==> config.mk <==
export PLATFORM = sky130hd
export DESIGN_NAME = pao_adc_top
export DESIGN_NICKNAME = d
export VERILOG_FILES = /design/src/pao_pkg.sv /design/src/pao_stage.sv /design/src/pao_adc_top.sv
export SDC_FILE = /design/constraint.sdc
export NUM_CORES = 1
export LEC_CHECK = 0
export BUFFER_PORTS_ARGS = -buffer_cell sky130_fd_sc_hd__buf_4
export CORE_MARGIN = 2
export CORE_UTILIZATION = 26
export DETAILED_ROUTE_END_ITERATION = 8
export PLACE_DENSITY_LB_ADDON = 0.3
export SLEW_MARGIN = 10
export SYNTH_ARGS = -nofsm -noshare
export SYNTH_HDL_FRONTEND = slang
export SYNTH_SLANG_ARGS = --single-unit
==> constraint.sdc <==
create_clock -name CLK -period 14.09 [get_ports CLK]
set_input_delay 2.1135 -clock CLK [delete_from_list [all_inputs] [get_ports CLK]]
set_output_delay 2.1135 -clock CLK [all_outputs]
set_load 0.005 [all_outputs]
==> src/pao_pkg.sv <==
// shared constants for the pipelined converter output interface
package pao_pkg;

    // word and pipeline shape
    localparam int DATA_W         = 12;
    localparam int STAGE_COUNT    = 12;
    localparam int RES_W          = 16;
    localparam int ACC_W          = 14;
    localparam int LATENCY_CYCLES = 7;
    localparam int RES_SHIFT      = 2;

    // residue scale: full scale is VREF_RES, comparators sit at +/- quarter scale
    localparam logic signed [RES_W-1:0] VREF_RES   = 16'sh2000;
    localparam logic signed [RES_W-1:0] THRESH_RES = 16'sh0800;

    // offset binary coding
    localparam logic [DATA_W-1:0] CODE_MID = 12'h800;
    localparam logic [DATA_W-1:0] CODE_MAX = 12'hfff;
    localparam logic [DATA_W-1:0] CODE_MIN = 12'h000;
    localparam logic signed [12:0] DIFF_MAX = 13'sh07ff;
    localparam logic signed [12:0] DIFF_MIN = -13'sh0800;

    // sample clock limits the capture side keeps
    localparam int SYS_CLK_HZ        = 200000000;
    localparam int SAMPLE_CLK_MAX_HZ = 20000000;
    localparam int SAMPLE_CLK_MIN_HZ = 100000;
    localparam int SAMPLE_MIN_CYCLES = SYS_CLK_HZ / SAMPLE_CLK_MAX_HZ;

    // reset values
    localparam logic [DATA_W-1:0] RST_CODE = CODE_MID;
    localparam logic [DATA_W-1:0] RST_OE   = 12'h000;

endpackage : pao_pkg

==> src/pao_stage.sv <==
// one pipeline stage: two comparators, residue doubling, weighted code
`timescale 1ns/100ps
module pao_stage #(
    parameter int WEIGHT = 1
) (
    // clock and reset
    input  wire logic                                   clk,
    input  wire logic                                   rst_n,
    // half-cycle advance
    input  wire logic                                   adv,
    // residue and partial code from the previous stage
    input  wire logic signed [pao_pkg::RES_W-1:0]       res_in,
    input  wire logic signed [pao_pkg::ACC_W-1:0]       acc_in,
    // residue and partial code to the next stage
    output logic signed [pao_pkg::RES_W-1:0]            res_q,
    output logic signed [pao_pkg::ACC_W-1:0]            acc_q
);

    localparam logic signed [pao_pkg::ACC_W-1:0] W_ACC = pao_pkg::ACC_W'(WEIGHT);

    logic                                  cmp_hi;
    logic                                  cmp_lo;
    logic signed [pao_pkg::RES_W-1:0]      res_dbl;
    logic signed [pao_pkg::RES_W-1:0]      res_d;
    logic signed [pao_pkg::ACC_W-1:0]      acc_d;

    always_comb begin
        cmp_hi  = res_in > pao_pkg::THRESH_RES;
        cmp_lo  = res_in < -pao_pkg::THRESH_RES;
        res_dbl = pao_pkg::RES_W'(res_in <<< 1);
        // digit 2 or 0 moves the residue back by one reference step; digit 1 keeps the doubled residue
        if (cmp_hi) begin
            res_d = pao_pkg::RES_W'(res_dbl - pao_pkg::VREF_RES);
            acc_d = pao_pkg::ACC_W'(acc_in + W_ACC);
        end else if (cmp_lo) begin
            res_d = pao_pkg::RES_W'(res_dbl + pao_pkg::VREF_RES);
            acc_d = pao_pkg::ACC_W'(acc_in - W_ACC);
        end else begin
            res_d = res_dbl;
            acc_d = acc_in;
        end
    end

    always_ff @(posedge clk or negedge rst_n) begin
        if (!rst_n) begin
            res_q <= '0;
            acc_q <= '0;
        end else if (adv) begin
            res_q <= res_d;
            acc_q <= acc_d;
        end
    end
endmodule : pao_stage

==> src/pao_adc_top.sv <==
// digital side of the twelve stage pipelined converter and its output bus
`timescale 1ns/100ps
module pao_adc_top (
    // system clock and reset
    input  wire logic                          CLK,
    input  wire logic                          RST_N,
    // converter controls from the capture side
    input  wire logic                          SAMPLE_CLK,
    input  wire logic                          OUTPUT_ENABLE_N,
    input  wire logic                          SHUTDOWN_REQUEST,
    // differential input, as unsigned codes per leg
    input  wire logic [pao_pkg::DATA_W-1:0]    POSITIVE_ANALOG_IN,
    input  wire logic [pao_pkg::DATA_W-1:0]    NEGATIVE_ANALOG_IN,
    // three-state sample bus
    output logic [pao_pkg::DATA_W-1:0]         SAMPLE_BITS_O,
    output logic [pao_pkg::DATA_W-1:0]         SAMPLE_BITS_OE
);

    logic [1:0]                                rst_sync_q;
    logic                                      rst_n_s;
    logic                                      sclk_q;
    logic                                      rise_ev;
    logic                                      fall_ev;
    logic                                      adv;
    logic signed [12:0]                        diff_raw;
    logic signed [pao_pkg::DATA_W-1:0]         diff_clamp;
    logic signed [pao_pkg::RES_W-1:0]          th_d;
    logic signed [pao_pkg::RES_W-1:0]          th_q;
    logic signed [pao_pkg::RES_W-1:0]          stage_res [pao_pkg::STAGE_COUNT+1];
    logic signed [pao_pkg::ACC_W-1:0]          stage_acc [pao_pkg::STAGE_COUNT+1];
    logic signed [pao_pkg::ACC_W-1:0]          half_acc;
    logic signed [pao_pkg::ACC_W-1:0]          code_wide;
    logic [pao_pkg::DATA_W-1:0]                corr_d;
    logic [pao_pkg::DATA_W-1:0]                corr_q;

    // reset release through two flops
    always_ff @(posedge CLK or negedge RST_N) begin
        if (!RST_N) begin
            rst_sync_q <= 2'h0;
        end else begin
            rst_sync_q <= {rst_sync_q[0], 1'b1};
        end
    end

    assign rst_n_s = rst_sync_q[1];

    // sample clock phase tracking
    always_ff @(posedge CLK or negedge rst_n_s) begin
        if (!rst_n_s) begin
            sclk_q <= 1'b0;
        end else begin
            sclk_q <= SAMPLE_CLK;
        end
    end

    // shutdown masks every edge, so the whole pipeline freezes in place
    assign rise_ev = SAMPLE_CLK & ~sclk_q & ~SHUTDOWN_REQUEST;
    assign fall_ev = ~SAMPLE_CLK & sclk_q & ~SHUTDOWN_REQUEST;
    // a lone fall dropped by shutdown skews one word; park the clock low first
    assign adv     = rise_ev | fall_ev;

    // differential value, clamped to the convertible span
    always_comb begin
        diff_raw = $signed({1'b0, POSITIVE_ANALOG_IN}) - $signed({1'b0, NEGATIVE_ANALOG_IN});
        if (diff_raw > pao_pkg::DIFF_MAX) begin
            diff_clamp = pao_pkg::DATA_W'(pao_pkg::DIFF_MAX);
        end else if (diff_raw < pao_pkg::DIFF_MIN) begin
            diff_clamp = pao_pkg::DATA_W'(pao_pkg::DIFF_MIN);
        end else begin
            diff_clamp = pao_pkg::DATA_W'(diff_raw);
        end
        th_d = pao_pkg::RES_W'(pao_pkg::RES_W'(diff_clamp) <<< pao_pkg::RES_SHIFT);
    end

    // track and hold
    always_ff @(posedge CLK or negedge rst_n_s) begin
        if (!rst_n_s) begin
            th_q <= '0;
        end else if (rise_ev) begin
            th_q <= th_d;
        end
    end

    assign stage_res[0] = th_q;
    assign stage_acc[0] = '0;

    // twelve stages, weights from the most significant down
    generate
        for (genvar i = 0; i < pao_pkg::STAGE_COUNT; i++) begin : g_stage
            pao_stage #(
                .WEIGHT (1 << (pao_pkg::STAGE_COUNT - 1 - i))
            ) u_stage (
                .clk    (CLK),
                .rst_n  (rst_n_s),
                .adv    (adv),
                .res_in (stage_res[i]),
                .acc_in (stage_acc[i]),
                .res_q  (stage_res[i+1]),
                .acc_q  (stage_acc[i+1])
            );
        end
    endgenerate

    // error correction: the sum carries one extra half-lsb of redundancy
    always_comb begin
        half_acc  = pao_pkg::ACC_W'((stage_acc[pao_pkg::STAGE_COUNT] + 14'sh0001) >>> 1);
        code_wide = pao_pkg::ACC_W'(half_acc + $signed({2'h0, pao_pkg::CODE_MID}));
        if (code_wide > $signed({2'h0, pao_pkg::CODE_MAX})) begin
            corr_d = pao_pkg::CODE_MAX;
        end else if (code_wide < 14'sh0000) begin
            corr_d = pao_pkg::CODE_MIN;
        end else begin
            corr_d = code_wide[pao_pkg::DATA_W-1:0];
        end
    end

    // correction register on the falling phase
    always_ff @(posedge CLK or negedge rst_n_s) begin
        if (!rst_n_s) begin
            corr_q <= pao_pkg::RST_CODE;
        end else if (fall_ev) begin
            corr_q <= corr_d;
        end
    end

    // output latch on the rising phase; frozen while shut down
    always_ff @(posedge CLK or negedge rst_n_s) begin
        if (!rst_n_s) begin
            SAMPLE_BITS_O <= pao_pkg::RST_CODE;
        end else if (rise_ev) begin
            SAMPLE_BITS_O <= corr_q;
        end
    end

    // bus drivers follow the enable one clock later
    always_ff @(posedge CLK or negedge rst_n_s) begin
        if (!rst_n_s) begin
            SAMPLE_BITS_OE <= pao_pkg::RST_OE;
        end else begin
            SAMPLE_BITS_OE <= {pao_pkg::DATA_W{~OUTPUT_ENABLE_N}};
        end
    end

    // checking helpers: ideal code shadowed through seven rises
    logic signed [pao_pkg::DATA_W-1:0]         shadow_q [pao_pkg::LATENCY_CYCLES];
    logic [pao_pkg::DATA_W-1:0]                exp_lo;
    logic [pao_pkg::DATA_W-1:0]                exp_hi;

    always_ff @(posedge CLK or negedge rst_n_s) begin
        if (!rst_n_s) begin
            for (int k = 0; k < pao_pkg::LATENCY_CYCLES; k++) begin
                shadow_q[k] <= '0;
            end
        end else if (rise_ev) begin
            shadow_q[0] <= diff_clamp;
            for (int k = 1; k < pao_pkg::LATENCY_CYCLES; k++) begin
                shadow_q[k] <= shadow_q[k-1];
            end
        end
    end

    always_comb begin
        exp_lo = shadow_q[pao_pkg::LATENCY_CYCLES-1] ^ pao_pkg::CODE_MID;
        exp_hi = (exp_lo == pao_pkg::CODE_MAX) ? pao_pkg::CODE_MAX : pao_pkg::DATA_W'(exp_lo + 12'h001);
    end
endmodule : pao_adc_top

Yosys cells after proc, flatten, opt, wreduce, memory -nomap -nowiden. Cells that the tools add are included.

Flip-flop bits (word level): 384. Input bits: 29. Output and inout bits: 24. Word-level logic and storage cells: 163.

Add/subtract/negate cells: 47. $lt $le $gt $ge: 28. Muxes and demuxes: 50. Bitwise logic cells: 9.

Operators by type and width (number): $mux W16 (22); $mux W14 (24); $gt A16 B13 Y1 const B (11); $lt A16 B12 Y1 const B (11); $add A16 B15 Y16 const B (10); $sub A16 B15 Y16 const B (10); $mux W12 (4); $add A14 B2 Y14 const B (2); $gt A14 B13 Y1 const B (2); $add A15 B15 Y16 const B (1); $sub A15 B15 Y16 const B (1); $add A13 B13 Y14 const B (1); $add A14 B10 Y14 const B (1); $add A14 B11 Y14 const B (1); $add A14 B12 Y14 const B (1); $add A14 B3 Y14 const B (1); $add A14 B4 Y14 const B (1); $add A14 B5 Y14 const B (1); $add A14 B6 Y14 const B (1); $add A14 B7 Y14 const B (1); $add A14 B8 Y14 const B (1); $add A14 B9 Y14 const B (1); $lt A14 B1 Y1 const B (1); $lt A14 B12 Y1 const B (1); other kinds (17) (23).

Logic depth before layout (Yosys ltp). Gate-level depths: netlist of the first run.

Depth in word-level cells: 5. Depth in mapped cells: 13.

Hierarchy. Synthesis of the first run repeated with hierarchy kept, for this count alone.

Cell total of the unflattened synthesis: 2137. Area total of the unflattened synthesis: 22706.8 µm².

By module, submodules not included: pao_adc_top (times used 1, cells each 319, area an instance 2691.3 µm², sequential area each 1003.5 µm²); pao_stage at g_stage[10].u_stage (times used 1, cells each 190, area an instance 1888.1 µm², sequential area each 725.7 µm²); pao_stage at g_stage[11].u_stage (times used 1, cells each 191, area an instance 1860.5 µm², sequential area each 725.7 µm²); pao_stage at g_stage[9].u_stage (times used 1, cells each 169, area an instance 1833.0 µm², sequential area each 725.7 µm²); pao_stage at g_stage[8].u_stage (times used 1, cells each 157, area an instance 1756.7 µm², sequential area each 725.7 µm²); pao_stage at g_stage[4].u_stage (times used 1, cells each 159, area an instance 1710.4 µm², sequential area each 725.7 µm²); pao_stage at g_stage[7].u_stage (times used 1, cells each 156, area an instance 1667.8 µm², sequential area each 725.7 µm²); pao_stage at g_stage[6].u_stage (times used 1, cells each 148, area an instance 1655.3 µm², sequential area each 725.7 µm²); pao_stage at g_stage[5].u_stage (times used 1, cells each 141, area an instance 1612.8 µm², sequential area each 725.7 µm²); pao_stage at g_stage[2].u_stage (times used 1, cells each 137, area an instance 1546.5 µm², sequential area each 725.7 µm²); pao_stage at g_stage[3].u_stage (times used 1, cells each 125, area an instance 1514.0 µm², sequential area each 725.7 µm²); pao_stage at g_stage[1].u_stage (times used 1, cells each 127, area an instance 1508.9 µm², sequential area each 725.7 µm²); pao_stage at g_stage[0].u_stage (times used 1, cells each 118, area an instance 1461.4 µm², sequential area each 725.7 µm²).

Worst setup path before layout of the first run. OpenSTA, ideal clock, no wires.

Path kind: in2reg. Start: input NEGATIVE_ANALOG_IN[4] (netlist bit). End: register th_q[2] (netlist bit). Library setup time: 0.121 ns. Data arrival time: 3.936 ns. Data required time: 13.969 ns. Path slack: 10.033 ns. Stages on the path: 9. Path buffers: 0. Path through: inv_1 ha_1 a21oi_2 a21boi_2 a31oi_2 a311oi_4 xor2_2 o21ai_0 a22o_1.

Word-level cells in the longest chain between the ends: 4.

Ends and longest elaborated chain: start, declared (RTL line pao_adc_top.sv:13) `input wire logic [pao_pkg::DATA_W-1:0] NEGATIVE_ANALOG_IN,`; $sub A12 B12 Y13 * (RTL line pao_adc_top.sv:64) `diff_raw = $signed({1'b0, POSITIVE_ANALOG_IN}) - $signed({1'b0, NEGATIVE_ANALOG_IN});`; $lt A13 B12 Y1 (RTL line pao_adc_top.sv:67) `end else if (diff_raw < pao_pkg::DIFF_MIN) begin`; $mux W12 (RTL line pao_adc_top.sv:67); $mux W12 * (RTL line pao_adc_top.sv:65) `if (diff_raw > pao_pkg::DIFF_MAX) begin`; end signal, assigned (RTL line pao_adc_top.sv:80) `th_q <= th_d;`; end, declared (RTL line pao_adc_top.sv:28) `logic signed [pao_pkg::RES_W-1:0] th_q;`.

Every way passes the cells marked *; elsewhere a longest branch is shown, timed or not. A chain may end at the register's enable or synchronous reset.

Final worst setup path of the first run.
Start: input SAMPLE_CLK. End: register g_stage[7].u_stage.acc_q[8] (netlist bit).

Word-level cells in the longest chain between the ends: 4.

Ends and longest elaborated chain: start, declared (RTL line pao_adc_top.sv:8) `input wire logic SAMPLE_CLK,`; $not A1 Y1 (RTL line pao_adc_top.sv:58) `assign fall_ev = ~SAMPLE_CLK & sclk_q & ~SHUTDOWN_REQUEST;`; $and A1 B1 Y1 (2 in a row) (RTL line pao_adc_top.sv:58); $or A1 B1 Y1 * (RTL line pao_adc_top.sv:60) `assign adv = rise_ev | fall_ev;`; end signal, assigned (RTL line pao_stage.sv:47) `acc_q <= '0;`; end signal, assigned (RTL line pao_stage.sv:50) `acc_q <= acc_d;`; end, declared (RTL line pao_stage.sv:16) `output logic signed [pao_pkg::ACC_W-1:0] acc_q`.

Marks and branches as above.

==> flow_summary.yaml, run 1 <==
timing:
  clock.fmax_ghz: 0.2311
  fin_ws_ns: 9.762
  fin_setup_tns_ns: 0
  fin_crit_ns: 4.328
  finalMaxSlewViolations: 0
  hold_violations: 0
  setup_violations: 0
  worst_clock_skew_ns: 0.02302
  fin_crit_sh: 0.3072
  tightest_slew_ns: 1.121
  relSlewSlack: 0.2527
  rsz0062_at_grt: "no"
finish:
  antenna_cells: 0
  nFillCells: 4922
  layout-drive-gt1-share: 0.08805
  nets: 1499
  area_growth_pct: 15.21
floorplan:
  core_area_sq_um: 46650
  ioPinCount: 53
  die_w_um: 221.7
  num_rows: 79
  die_height_um: 221.7
  die_area_sq_um: 49140
  initial_core_util: 0.2641
global_routing:
  grt_pass1_vias: 9408
  grt_start_max_net_pins: 183
  gr-total-overflow: 0
  globalRouteTotalUtil: 0.1051
  antenna_found_initial: 0
  grt_pass1_wl_mm: 44.83
clocking:
  cts-root-buf: "clkbuf_16"
  clockBufferDepth: 3
  hold_buffers: 0
  post-cts-setup-buffers: 0
  clkLatencyLatePin_ns: 0.55
  cts.sinks: 229
  cts_resized: 0
  cts_tree: "done"
  cts_made_buffers: 27
  cts.htree.levels: 1
  clkSlewWorstSetupHoldPaths_ns: 0.06
logic_synthesis:
  synthCells: 1389
  ys_seq_area_frac: 0.4654
  async_reset_ff_frac: 1.000
  ys_warn_count: 0
  ys_ff_latch: 229
  syn_nets: 1478
  synthFlopType: "dfrtp_1"
  synth_edf_count: 0
  ys_types: 72
  syn_avg_cell_area_sq_um: 8.869
  netlist_area_sq_um: 12320
routing:
  wl_per_cell_um: 12.37
  first_pass_iters: 8
  routed_wl_mm: 25.20
  drt_iter0_markers: 552
  drc: 4
  ant_nets: 0
  vias_per_cell: 4.518
  vias: 9207
worst_hold_path:
  hold_path_class: "flop to asynchronous set/reset pin"
worst_setup_path:
  reg2regPathDepth: 11
  crit_type: "primary input to flop"
  required_ns: 14.46
  crit_path_max_fanout: 129
  critPathLaunchType: "primary input"
  cp.arrival_ns: 4.70
  end_kind: "flop"
place:
  pre_cts_ws_ns: 9.160
  place.gp.congestion: 0.7430
  place_hpwl_mm: 17.04
  port_buffers: 52
power_and_ir_drop:
  p_per_area_nw_per_um2: 202.8
  leakage_nw: 6.395
  vdd_drop_max_uv: 92.59
job:
  maxCapViolCount: 0
status:
  violations: "DRC"
  status: "finished with violations"
## layout make-up
class	instances	area, sq um	area share
clock buffer	38	757.0	0.05333
clock inverter	12	195.2	0.01375
inverter	73	274.0	0.01931
multi-input combinational	1023	6038	0.4254
sequential	229	5737	0.4042
tap	607	759.5	0.05351
timing repair buffer	56	432.9	0.03050
## registers in the layout, indices dropped and copies added (netlist names)
register and count:
th_q 12, SAMPLE_BITS_O 12, sclk_q 1, rst_sync_q 2
g_stage.u_stage.res_q 88, g_stage.u_stage.acc_q 101, SAMPLE_BITS_OE 1, corr_q 12
## synthesized netlist by cell type, types with 12 or more instances
| cell type | instances | area, sq um |
|---|---|---|
| a21oi_1 | 53 | 265.3 |
| a22o_1 | 14 | 122.6 |
| a31oi_1 | 13 | 81.33 |
| buf_4 | 12 | 90.09 |
| clkbuf_1 | 46 | 172.7 |
| dfrtp_1 | 227 | 5680 |
| ha_1 | 59 | 738.2 |
| inv_1 | 73 | 274.0 |
| nand2_1 | 345 | 1295 |
| nand3_1 | 20 | 100.1 |
| nor2_1 | 85 | 319.1 |
| nor3_1 | 30 | 150.1 |
| nor4_1 | 17 | 106.4 |
| o21ai_0 | 126 | 630.6 |
| xnor2_1 | 72 | 630.6 |
| xor2_1 | 39 | 341.6 |
## cells by family after synthesis
kind of cell               count (synthesis)  share of synthesized area
and+or+nand+nor                          565                     0.2000
DFF                                      229                     0.4654
adders and majority gates                 65                    0.06561
buffers and inverters                    137                    0.04662
AOI/OAI and AO/OA                        274                     0.1369
muxes                                      6                   0.004977
xor gates and xnor gates                 112                    0.08024
other                                      1                  0.0003044
## layer usage
layer	part of all wire	track usage	vias to the layer above
met2	0.47	0.1801	73
met4	0.018	0.03160	0
met3	0.029	0.01299	29
li1	-	-	4715
met5	0	0	-
met1	0.48	0.1386	4390
## power by group
group / internal (W) / switching, W / total, W
logic: 0.000430 / 0.000491 / 0.000921
registers: 0.000923 / 0.000287 / 0.00121
clock network: 0.000466 / 0.000282 / 0.000748
total: 0.00182 / 0.00106 / 0.00288
## worst paths after layout
| kind | slack (ns) | start | to |
|---|---|---|---|
| worst max-delay path | 9.76 | SAMPLE_CLK | g_stage[7].u_stage.acc_q[8]$_DFFE_PN0P_ |
| worst min-delay path | 0.35 | rst_sync_q[1]$_DFF_PN0_ | g_stage[5].u_stage.res_q[12]$_DFFE_PN0P_ |
| worst max register to register | 10.81 | g_stage[11].u_stage.acc_q[4]$_DFFE_PN0P_ | corr_q[11]$_DFFE_PN1P_ |
| worst min register to register | 0.35 | rst_sync_q[1]$_DFF_PN0_ | g_stage[5].u_stage.res_q[12]$_DFFE_PN0P_ |
| max in group asynchronous | 12.35 | rst_sync_q[1]$_DFF_PN0_ | SAMPLE_BITS_O[8]$_DFFE_PN0P_ |
| min in group CLK | 0.35 | rst_sync_q[0]$_DFF_PN0_ | rst_sync_q[1]$_DFF_PN0_ |
## cell usage in the layout (no fill, tap or decap), drive strengths merged, types with 15 or more instances in the layout
cell type	synthesis	layout
ha	59	59
dfrtp	227	227
inv	73	75
xnor2	72	72
a31oi	15	15
a21oi	55	55
xor2	40	40
buf	18	56
nor2	85	85
nand3	20	20
clkbuf	46	38
nor3	30	30
o21ai	129	129
nand2	345	345
nor4	18	18
## worst max-delay path, stage by stage
cell     delay (ns)
buf_4          0.12
nor3b_2        0.26
a21oi_4        0.14
buf_4          0.85
buf_4          0.92
o21ai_0        0.21
## stage by stage
| step | utilization | power, W | hold slack [ns] | cells | area, sq um |
|---|---|---|---|---|---|
| 3_5_place_dp | 0.2837 | 0.002158 | 0.3381 | 1988 | 13230 |
| 5_1_grt | 0.3042 | 0.003133 | 0.3665 | 2038 | 14190 |
| 2_1_floorplan | - | 0.001887 | 0.3312 | 1389 | 12320 |
| 3_3_place_gp | 0.2837 | 0.002131 | 0.3351 | 1988 | 13230 |
| 4_1_cts | 0.3041 | 0.002928 | 0.3526 | 2038 | 14190 |
| 6_report | 0.3042 | 0.002879 | 0.3480 | 2038 | 14190 |
(Power assumes the default switching activity.)
==> run 2, diff against run 1 <==
--- a/config.mk
+++ b/config.mk
@@ -5,6 +5,7 @@
 export SDC_FILE = /design/constraint.sdc
 export NUM_CORES = 1
 export LEC_CHECK = 0
+export ABC_AREA = 1
 export BUFFER_PORTS_ARGS = -buffer_cell sky130_fd_sc_hd__buf_4
 export CORE_MARGIN = 2
 export CORE_UTILIZATION = 26
==> constraint.sdc (replaced) <==
create_clock -name CLK -period 4.1 [get_ports CLK]
set_input_delay 0.615 -clock CLK [delete_from_list [all_inputs] [get_ports CLK]]
set_output_delay 0.615 -clock CLK [all_outputs]
set_load 0.005 [all_outputs]
==> run 2 against run 1 <==
  * The run now ends clean
  * Sequential power grew to 3.3 times the previous value
  * Wire length rose by 9.7%
  * Hold slack worse by 0.16 ns
  * Largest cell class unchanged
  * Largest power group unchanged
  * Highest routed layer unchanged
==> flow_summary.yaml, run 2 <==
status:
  status: "finished, final reports clean"
routing:
  drc: 0
  first_pass_iters: 5
  wl_per_cell_um: 11.76
  routed_wl_mm: 27.64
  drt_iter0_markers: 490
  vias: 10210
  ant_nets: 0
  vias_per_cell: 4.345
finish:
  layout-drive-gt1-share: 0.09015
  reg_top3: "g_stage.u_stage.acc_q: 101 flops, g_stage.u_stage.res_q: 88 flops"
  final_cell_mix: "nand2_1, dfrtp_1, o21ai_0, inv_1, nor2_1"
  finish.instance_area_sq_um: 14950
  largest-register: "g_stage.u_stage.acc_q"
  nets: 1754
  fin_util: 0.3048
  antenna_cells: 0
  area_growth_pct: 15.36
  final_common_cell: "nand2_1"
  largest_reg_flops: 101
  nFillCells: 5163
floorplan:
  ioPinCount: 53
  core_area_sq_um: 49050
  initial_core_util: 0.2642
  die_area_sq_um: 51650
  num_rows: 81
  die_height_um: 227.3
  die_w_um: 227.3
timing:
  fin_crit_sh: 0.6523
  fin_setup_tns_ns: 0
  finalMaxSlewViolations: 0
  relSlewSlack: 0.5174
  fin_ws_ns: 1.426
  rsz0062_at_grt: "no"
  worst_clock_skew_ns: 0.007553
  fin_crit_ns: 2.674
  clock.fmax_ghz: 0.3739
  setup_violations: 0
  hold_violations: 0
  tightest_slew_ns: 0.7239
clocking:
  cts_made_buffers: 28
  clockBufferDepth: 3
  cts.sinks: 229
  cts_resized: 0
  cts_tree: "done"
  post-cts-setup-buffers: 0
  clkLatencyLatePin_ns: 0.55
  cts-root-buf: "clkbuf_16"
  clkSlewWorstSetupHoldPaths_ns: 0.06
  cts.htree.levels: 1
power_and_ir_drop:
  leakage_nw: 7.155
  p_per_area_nw_per_um2: 667.1
  vdd_drop_max_uv: 276.9
worst_setup_path:
  r2r_end: "g_stage[6].u_stage.acc_q[11]$_DFFE_PN0P_"
  critPathLaunchType: "flop"
  crit_path_max_fanout: 119
  cp.arrival_ns: 3.08
  critPathMostFrequentCell: "nand2_1"
  slowest_stage: "inv_1"
  path_cells: "nand2_1, nor2_1, inv_1, nand2_8, inv_4, buf_12, nand2_1, o21ai_0"
  end_kind: "flop"
  crit_type: "flop to flop"
  r2r_slack_ns: 1.43
  cp_slowest_stage_delay_ns: 0.45
  reg2regPathDepth: 8
  r2r-start: "sclk_q$_DFF_PN0_"
  required_ns: 4.51
logic_synthesis:
  ys_ff_latch: 229
  netlist_area_sq_um: 12960
  syn_avg_cell_area_sq_um: 7.893
  ys_seq_area_frac: 0.4424
  synth_edf_count: 0
  synth_largest_area_cell: "dfrtp_1"
  synth_common_cells: "nand2_1, dfrtp_1, o21ai_0"
  async_reset_ff_frac: 1.000
  synthCells: 1642
  synth_most_common_cell: "nand2_1"
  synthFlopType: "dfrtp_1"
  ys_warn_count: 0
  ys_top_cells_by_area: "dfrtp_1, nand2_1, o21ai_0"
  ys_types: 48
  syn_nets: 1731
  synth_top_area_frac: 0.4383
place:
  place_hpwl_mm: 19.18
  place_area_sq_um: 13950
  pre_cts_ws_ns: 0.9810
  port_buffers: 52
  place.gp.congestion: 0.8322
global_routing:
  grt_pass1_vias: 10015
  globalRouteTotalUtil: 0.1104
  grt_start_max_net_pins: 120
  antenna_found_initial: 0
  grt_pass1_wl_mm: 48.30
  gr-total-overflow: 0
worst_hold_path:
  holdCritStartpoint: "SAMPLE_CLK"
  hold_path_class: "primary input to flop"
  holdPathEnd: "sclk_q$_DFF_PN0_"
  whs_path_depth: 1
job:
  maxCapViolCount: 0
run 2: cell count changes in the layout (fill, tap and decap cells not counted), sizes merged, moves of 11 or more:
cell   change
or4       -11
a22o      -14
nand3     +53
xnor2     -43
a21oi     -37
nand2    +101
xor2      +18
nor2      +23
o21ai     +95
inv      +133
run 2: cell families (layout without fill, tap and decap cells):
family,after synthesis,in the layout,share of synthesized area
and+or+nand+nor,701,701,0.2327
buffers and inverters,275,319,0.08757
other,1,1,0.0002894
adders and majority gates,60,60,0.05851
DFF,229,229,0.4424
AOI/OAI and AO/OA,289,289,0.1198
xor gates and xnor gates,87,87,0.05880
run 2: worst max-delay path by stage:
stage          cells after the start                                  endpoint               startpoint  slack [ns]
2_1_floorplan                      0               SAMPLE_BITS_OE[0]$_DFF_PN0_  rst_sync_q[1]$_DFF_PN0_        0.34
3_3_place_gp                      10  g_stage[10].u_stage.acc_q[8]$_DFFE_PN0P_               SAMPLE_CLK        1.02
3_5_place_dp                      10  g_stage[10].u_stage.acc_q[8]$_DFFE_PN0P_               SAMPLE_CLK        0.98
4_1_cts                            8  g_stage[10].u_stage.acc_q[8]$_DFFE_PN0P_         sclk_q$_DFF_PN0_        1.42
5_1_grt                            8  g_stage[6].u_stage.acc_q[11]$_DFFE_PN0P_         sclk_q$_DFF_PN0_        1.09
6_report                           8  g_stage[6].u_stage.acc_q[11]$_DFFE_PN0P_         sclk_q$_DFF_PN0_        1.43
run 2: timing repair:
action                                 4_1_cts  5_1_grt
setup endpoints to repair                    0        0
endpoints found under the hold margin        2        0
hold buffers                                 1        0
run 2: area by class of cell:
cell class	count	area [sq um]	share of cell area
Multi-Input combinational cell	1138	6106	0.4084
Inverter	208	783.3	0.05239
Clock buffer	41	860.8	0.05758
Timing Repair Buffer	60	503.0	0.03364
Clock inverter	10	130.1	0.008704
Sequential cell	229	5737	0.3837
Tap cell	664	830.8	0.05557
run 2: through the flow:
stage / hold WS (ns) / power (W) / cells
after floorplan: 0.3194 / 0.006538 / 1642
after global placement: 0.3409 / 0.007349 / 2298
after detailed placement: 0.3411 / 0.007430 / 2298
after CTS: 0.1415 / 0.01013 / 2350
after global routing: 0.1612 / 0.01094 / 2350
final: 0.1855 / 0.009973 / 2350
run 2: where the power goes:
group | internal [W] | switching [W] | total [W]
Combinational | 0.00137 | 0.00202 | 0.00339
Sequential | 0.00314 | 0.000827 | 0.00397
Clock | 0.00163 | 0.000979 | 0.00261
run 2: layer usage:
layer | routed length (um) | track usage | vias to the layer above
met3 | 729 | 0.01368 | 39
met4 | 647 | 0.03816 | 0
met5 | 0 | 0 | -
met1 | 13900 | 0.1547 | 4791
met2 | 12360 | 0.1756 | 93
li1 | - | - | 5287
run 2: worst max-delay path, delay by kind of cell, from the launching register on:
kind | cells | cell delay, ns
buf+inv | 3 | 1.02
simple gates | 4 | 0.98
flops | 1 | 0.35
compound gates | 1 | 0.09
==> run 3, diff against run 2 <==
==> constraint.sdc (replaced) <==
create_clock -name CLK -period 2.8 [get_ports CLK]
set_input_delay 0.42 -clock CLK [delete_from_list [all_inputs] [get_ports CLK]]
set_output_delay 0.42 -clock CLK [all_outputs]
set_load 0.005 [all_outputs]
==> run 3 against run 2 <==
  * Design area increased by 0.85%
  * Clock skew increased by 0.0085 ns
  * Hold slack worse by 0.15 ns
  * Core utilization up 0.26 points
  * Final cell count rose by 0.43%
  * Via count rose by 0.93%
  * Fmax increased by 13%
  * Clock power rose by 50%
  * Sequential cell count unchanged
  * Wire length shrank 0.77%
  * Critical endpoint is now corr_q[9]$_DFFE_PN0P_
  * Largest cell class unchanged
==> flow_summary.yaml, run 3 (synthesis gave the netlist of run 2 again) <==
status:
  status: "finished, final reports clean"
clocking:
  post-cts-setup-buffers: 0
  cts-root-buf: "clkbuf_16"
  clkLatencyLatePin_ns: 0.54
  clockBufferDepth: 3
  cts_made_buffers: 28
  cts_tree: "done"
  cts.sinks: 229
  cts.htree.levels: 1
  clkSlewWorstSetupHoldPaths_ns: 0.06
  hold_buffers: 2
  cts_resized: 0
floorplan:
  initial_core_util: 0.2642
  die_w_um: 227.3
  die_area_sq_um: 51650
  die_height_um: 227.3
  num_rows: 81
  core_area_sq_um: 49050
  ioPinCount: 53
global_routing:
  gr-total-overflow: 0
  grt_pass1_wl_mm: 47.34
  grt_start_max_net_pins: 78
  grt_pass1_vias: 9915
  antenna_found_initial: 0
  globalRouteTotalUtil: 0.1085
timing:
  setup_violations: 0
  hold_violations: 0
  fin_crit_ns: 2.357
  rsz0062_at_grt: "no"
  tightest_slew_ns: 0.6946
  fin_crit_sh: 0.8416
  holdWs_ns: 0.03348
  fin_setup_tns_ns: 0
  worst_clock_skew_ns: 0.01602
  relSlewSlack: 0.5370
  clock.fmax_ghz: 0.4244
  finalMaxSlewViolations: 0
finish:
  reg_top3: "g_stage.u_stage.acc_q: 101 flops, g_stage.u_stage.res_q: 88 flops"
  area_growth_pct: 16.34
  largest_reg_flops: 101
  layout-drive-gt1-share: 0.09493
  final_common_cell: "nand2_1"
  antenna_cells: 0
  instances_no_fill: 2360
  nets: 1763
  nFillCells: 5219
  largest-register: "g_stage.u_stage.acc_q"
  final_cell_mix: "nand2_1, dfrtp_1, o21ai_0, inv_1, nor2_1"
worst_setup_path:
  reg2regPathDepth: 12
  cp.arrival_ns: 2.84
  crit_path_max_fanout: 12
  crit_type: "flop to flop"
  required_ns: 3.28
  critPathLaunchType: "flop"
  end_kind: "flop"
power_and_ir_drop:
  swShare: 0.3797
  clkPwrFrac: 0.267
  vdd_drop_max_uv: 473.1
  p_per_area_nw_per_um2: 975.3
  p_comb_frac: 0.338
  power.net_switching_w: 0.005584
  leakage_nw: 7.224
  p_seq_frac: 0.395
  intPower_w: 0.009120
place:
  place.gp.congestion: 0.8393
  place_hpwl_mm: 19.53
  port_buffers: 52
  placed_cells: 2306
routing:
  drc: 0
  ant_nets: 0
  vias_per_cell: 4.367
  first_pass_iters: 4
  routed_wl_mm: 27.42
  drt_iter0_markers: 550
  vias: 10305
  wl_per_cell_um: 11.62
job:
  maxCapViolCount: 0
worst_hold_path:
  hold_path_class: "primary input to flop"
  whs_path_depth: 2
run 3: worst max-delay path: stages, from the launching register on:
cell and delay (ns):
dfrtp_1 0.51, nand2_4 0.08, nor2_4 0.18, nand3_2 0.10, nor2_1 0.09, nand3_1 0.08
xor2_1 0.19, inv_1 0.07, ha_1 0.30, or2_2 0.46, nand3_1 0.13, nand2_1 0.06
inv_1 0.04
run 3: cell type report:
cell class | instances | area (sq um) | share of cell area
Clock inverter | 18 | 245.2 | 0.01627
Inverter | 208 | 783.3 | 0.05195
Multi-Input combinational cell | 1138 | 6106 | 0.4050
Clock buffer | 34 | 764.5 | 0.05071
Sequential cell | 229 | 5737 | 0.3805
Tap cell | 664 | 830.8 | 0.05510
Timing Repair Buffer | 69 | 610.6 | 0.04050
run 3: power groups by stage:
| stage | Clock (W) | Combinational (W) | Sequential (W) |
|---|---|---|---|
| global placement | 0 | 0.00493 | 0.00584 |
| detailed placement | 0 | 0.00502 | 0.00586 |
| floorplan | 0 | 0.00406 | 0.00552 |
| finish | 0.00392 | 0.00498 | 0.00581 |
| global route | 0.00417 | 0.00587 | 0.00602 |
| CTS | 0.00405 | 0.00506 | 0.00582 |
run 3: metal layers:
layer / up-vias / share of wire / routed length, um / GRT usage
li1: 5329 / - / - / -
met1: 4839 / 0.51 / 14100 / 0.1531
met2: 98 / 0.44 / 12120 / 0.1747
met3: 39 / 0.022 / 603 / 0.01316
met4: 0 / 0.022 / 602 / 0.03057
met5: - / 0 / 0 / 0
run 3: stage by stage:
step | setup slack [ns] | utilization | total power (W) | cell area (sq um)
after CTS | 0.4500 | 0.3074 | 0.01492 | 15080
after detailed placement | 0.4461 | 0.2864 | 0.01088 | 14050
after global placement | 0.4962 | 0.2864 | 0.01077 | 14050
final | 0.4435 | 0.3074 | 0.01470 | 15080
after floorplan | 0.4861 | - | 0.009573 | 12960
after global routing | 0.1565 | 0.3074 | 0.01606 | 15080
run 3: worst paths after layout:
kind	startpoint	to	slack, ns
max in group asynchronous	rst_sync_q[1]$_DFF_PN0_	SAMPLE_BITS_OE[0]$_DFF_PN0_	1.65
hold / removal	OUTPUT_ENABLE_N	SAMPLE_BITS_OE[0]$_DFF_PN0_	0.03
setup / recovery	g_stage[11].u_stage.acc_q[2]$_DFFE_PN0P_	corr_q[9]$_DFFE_PN0P_	0.44
min in group asynchronous	RST_N	rst_sync_q[1]$_DFF_PN0_	0.22
hold reg to reg	rst_sync_q[0]$_DFF_PN0_	rst_sync_q[1]$_DFF_PN0_	0.35
setup reg to reg	g_stage[11].u_stage.acc_q[2]$_DFFE_PN0P_	corr_q[9]$_DFFE_PN0P_	0.44
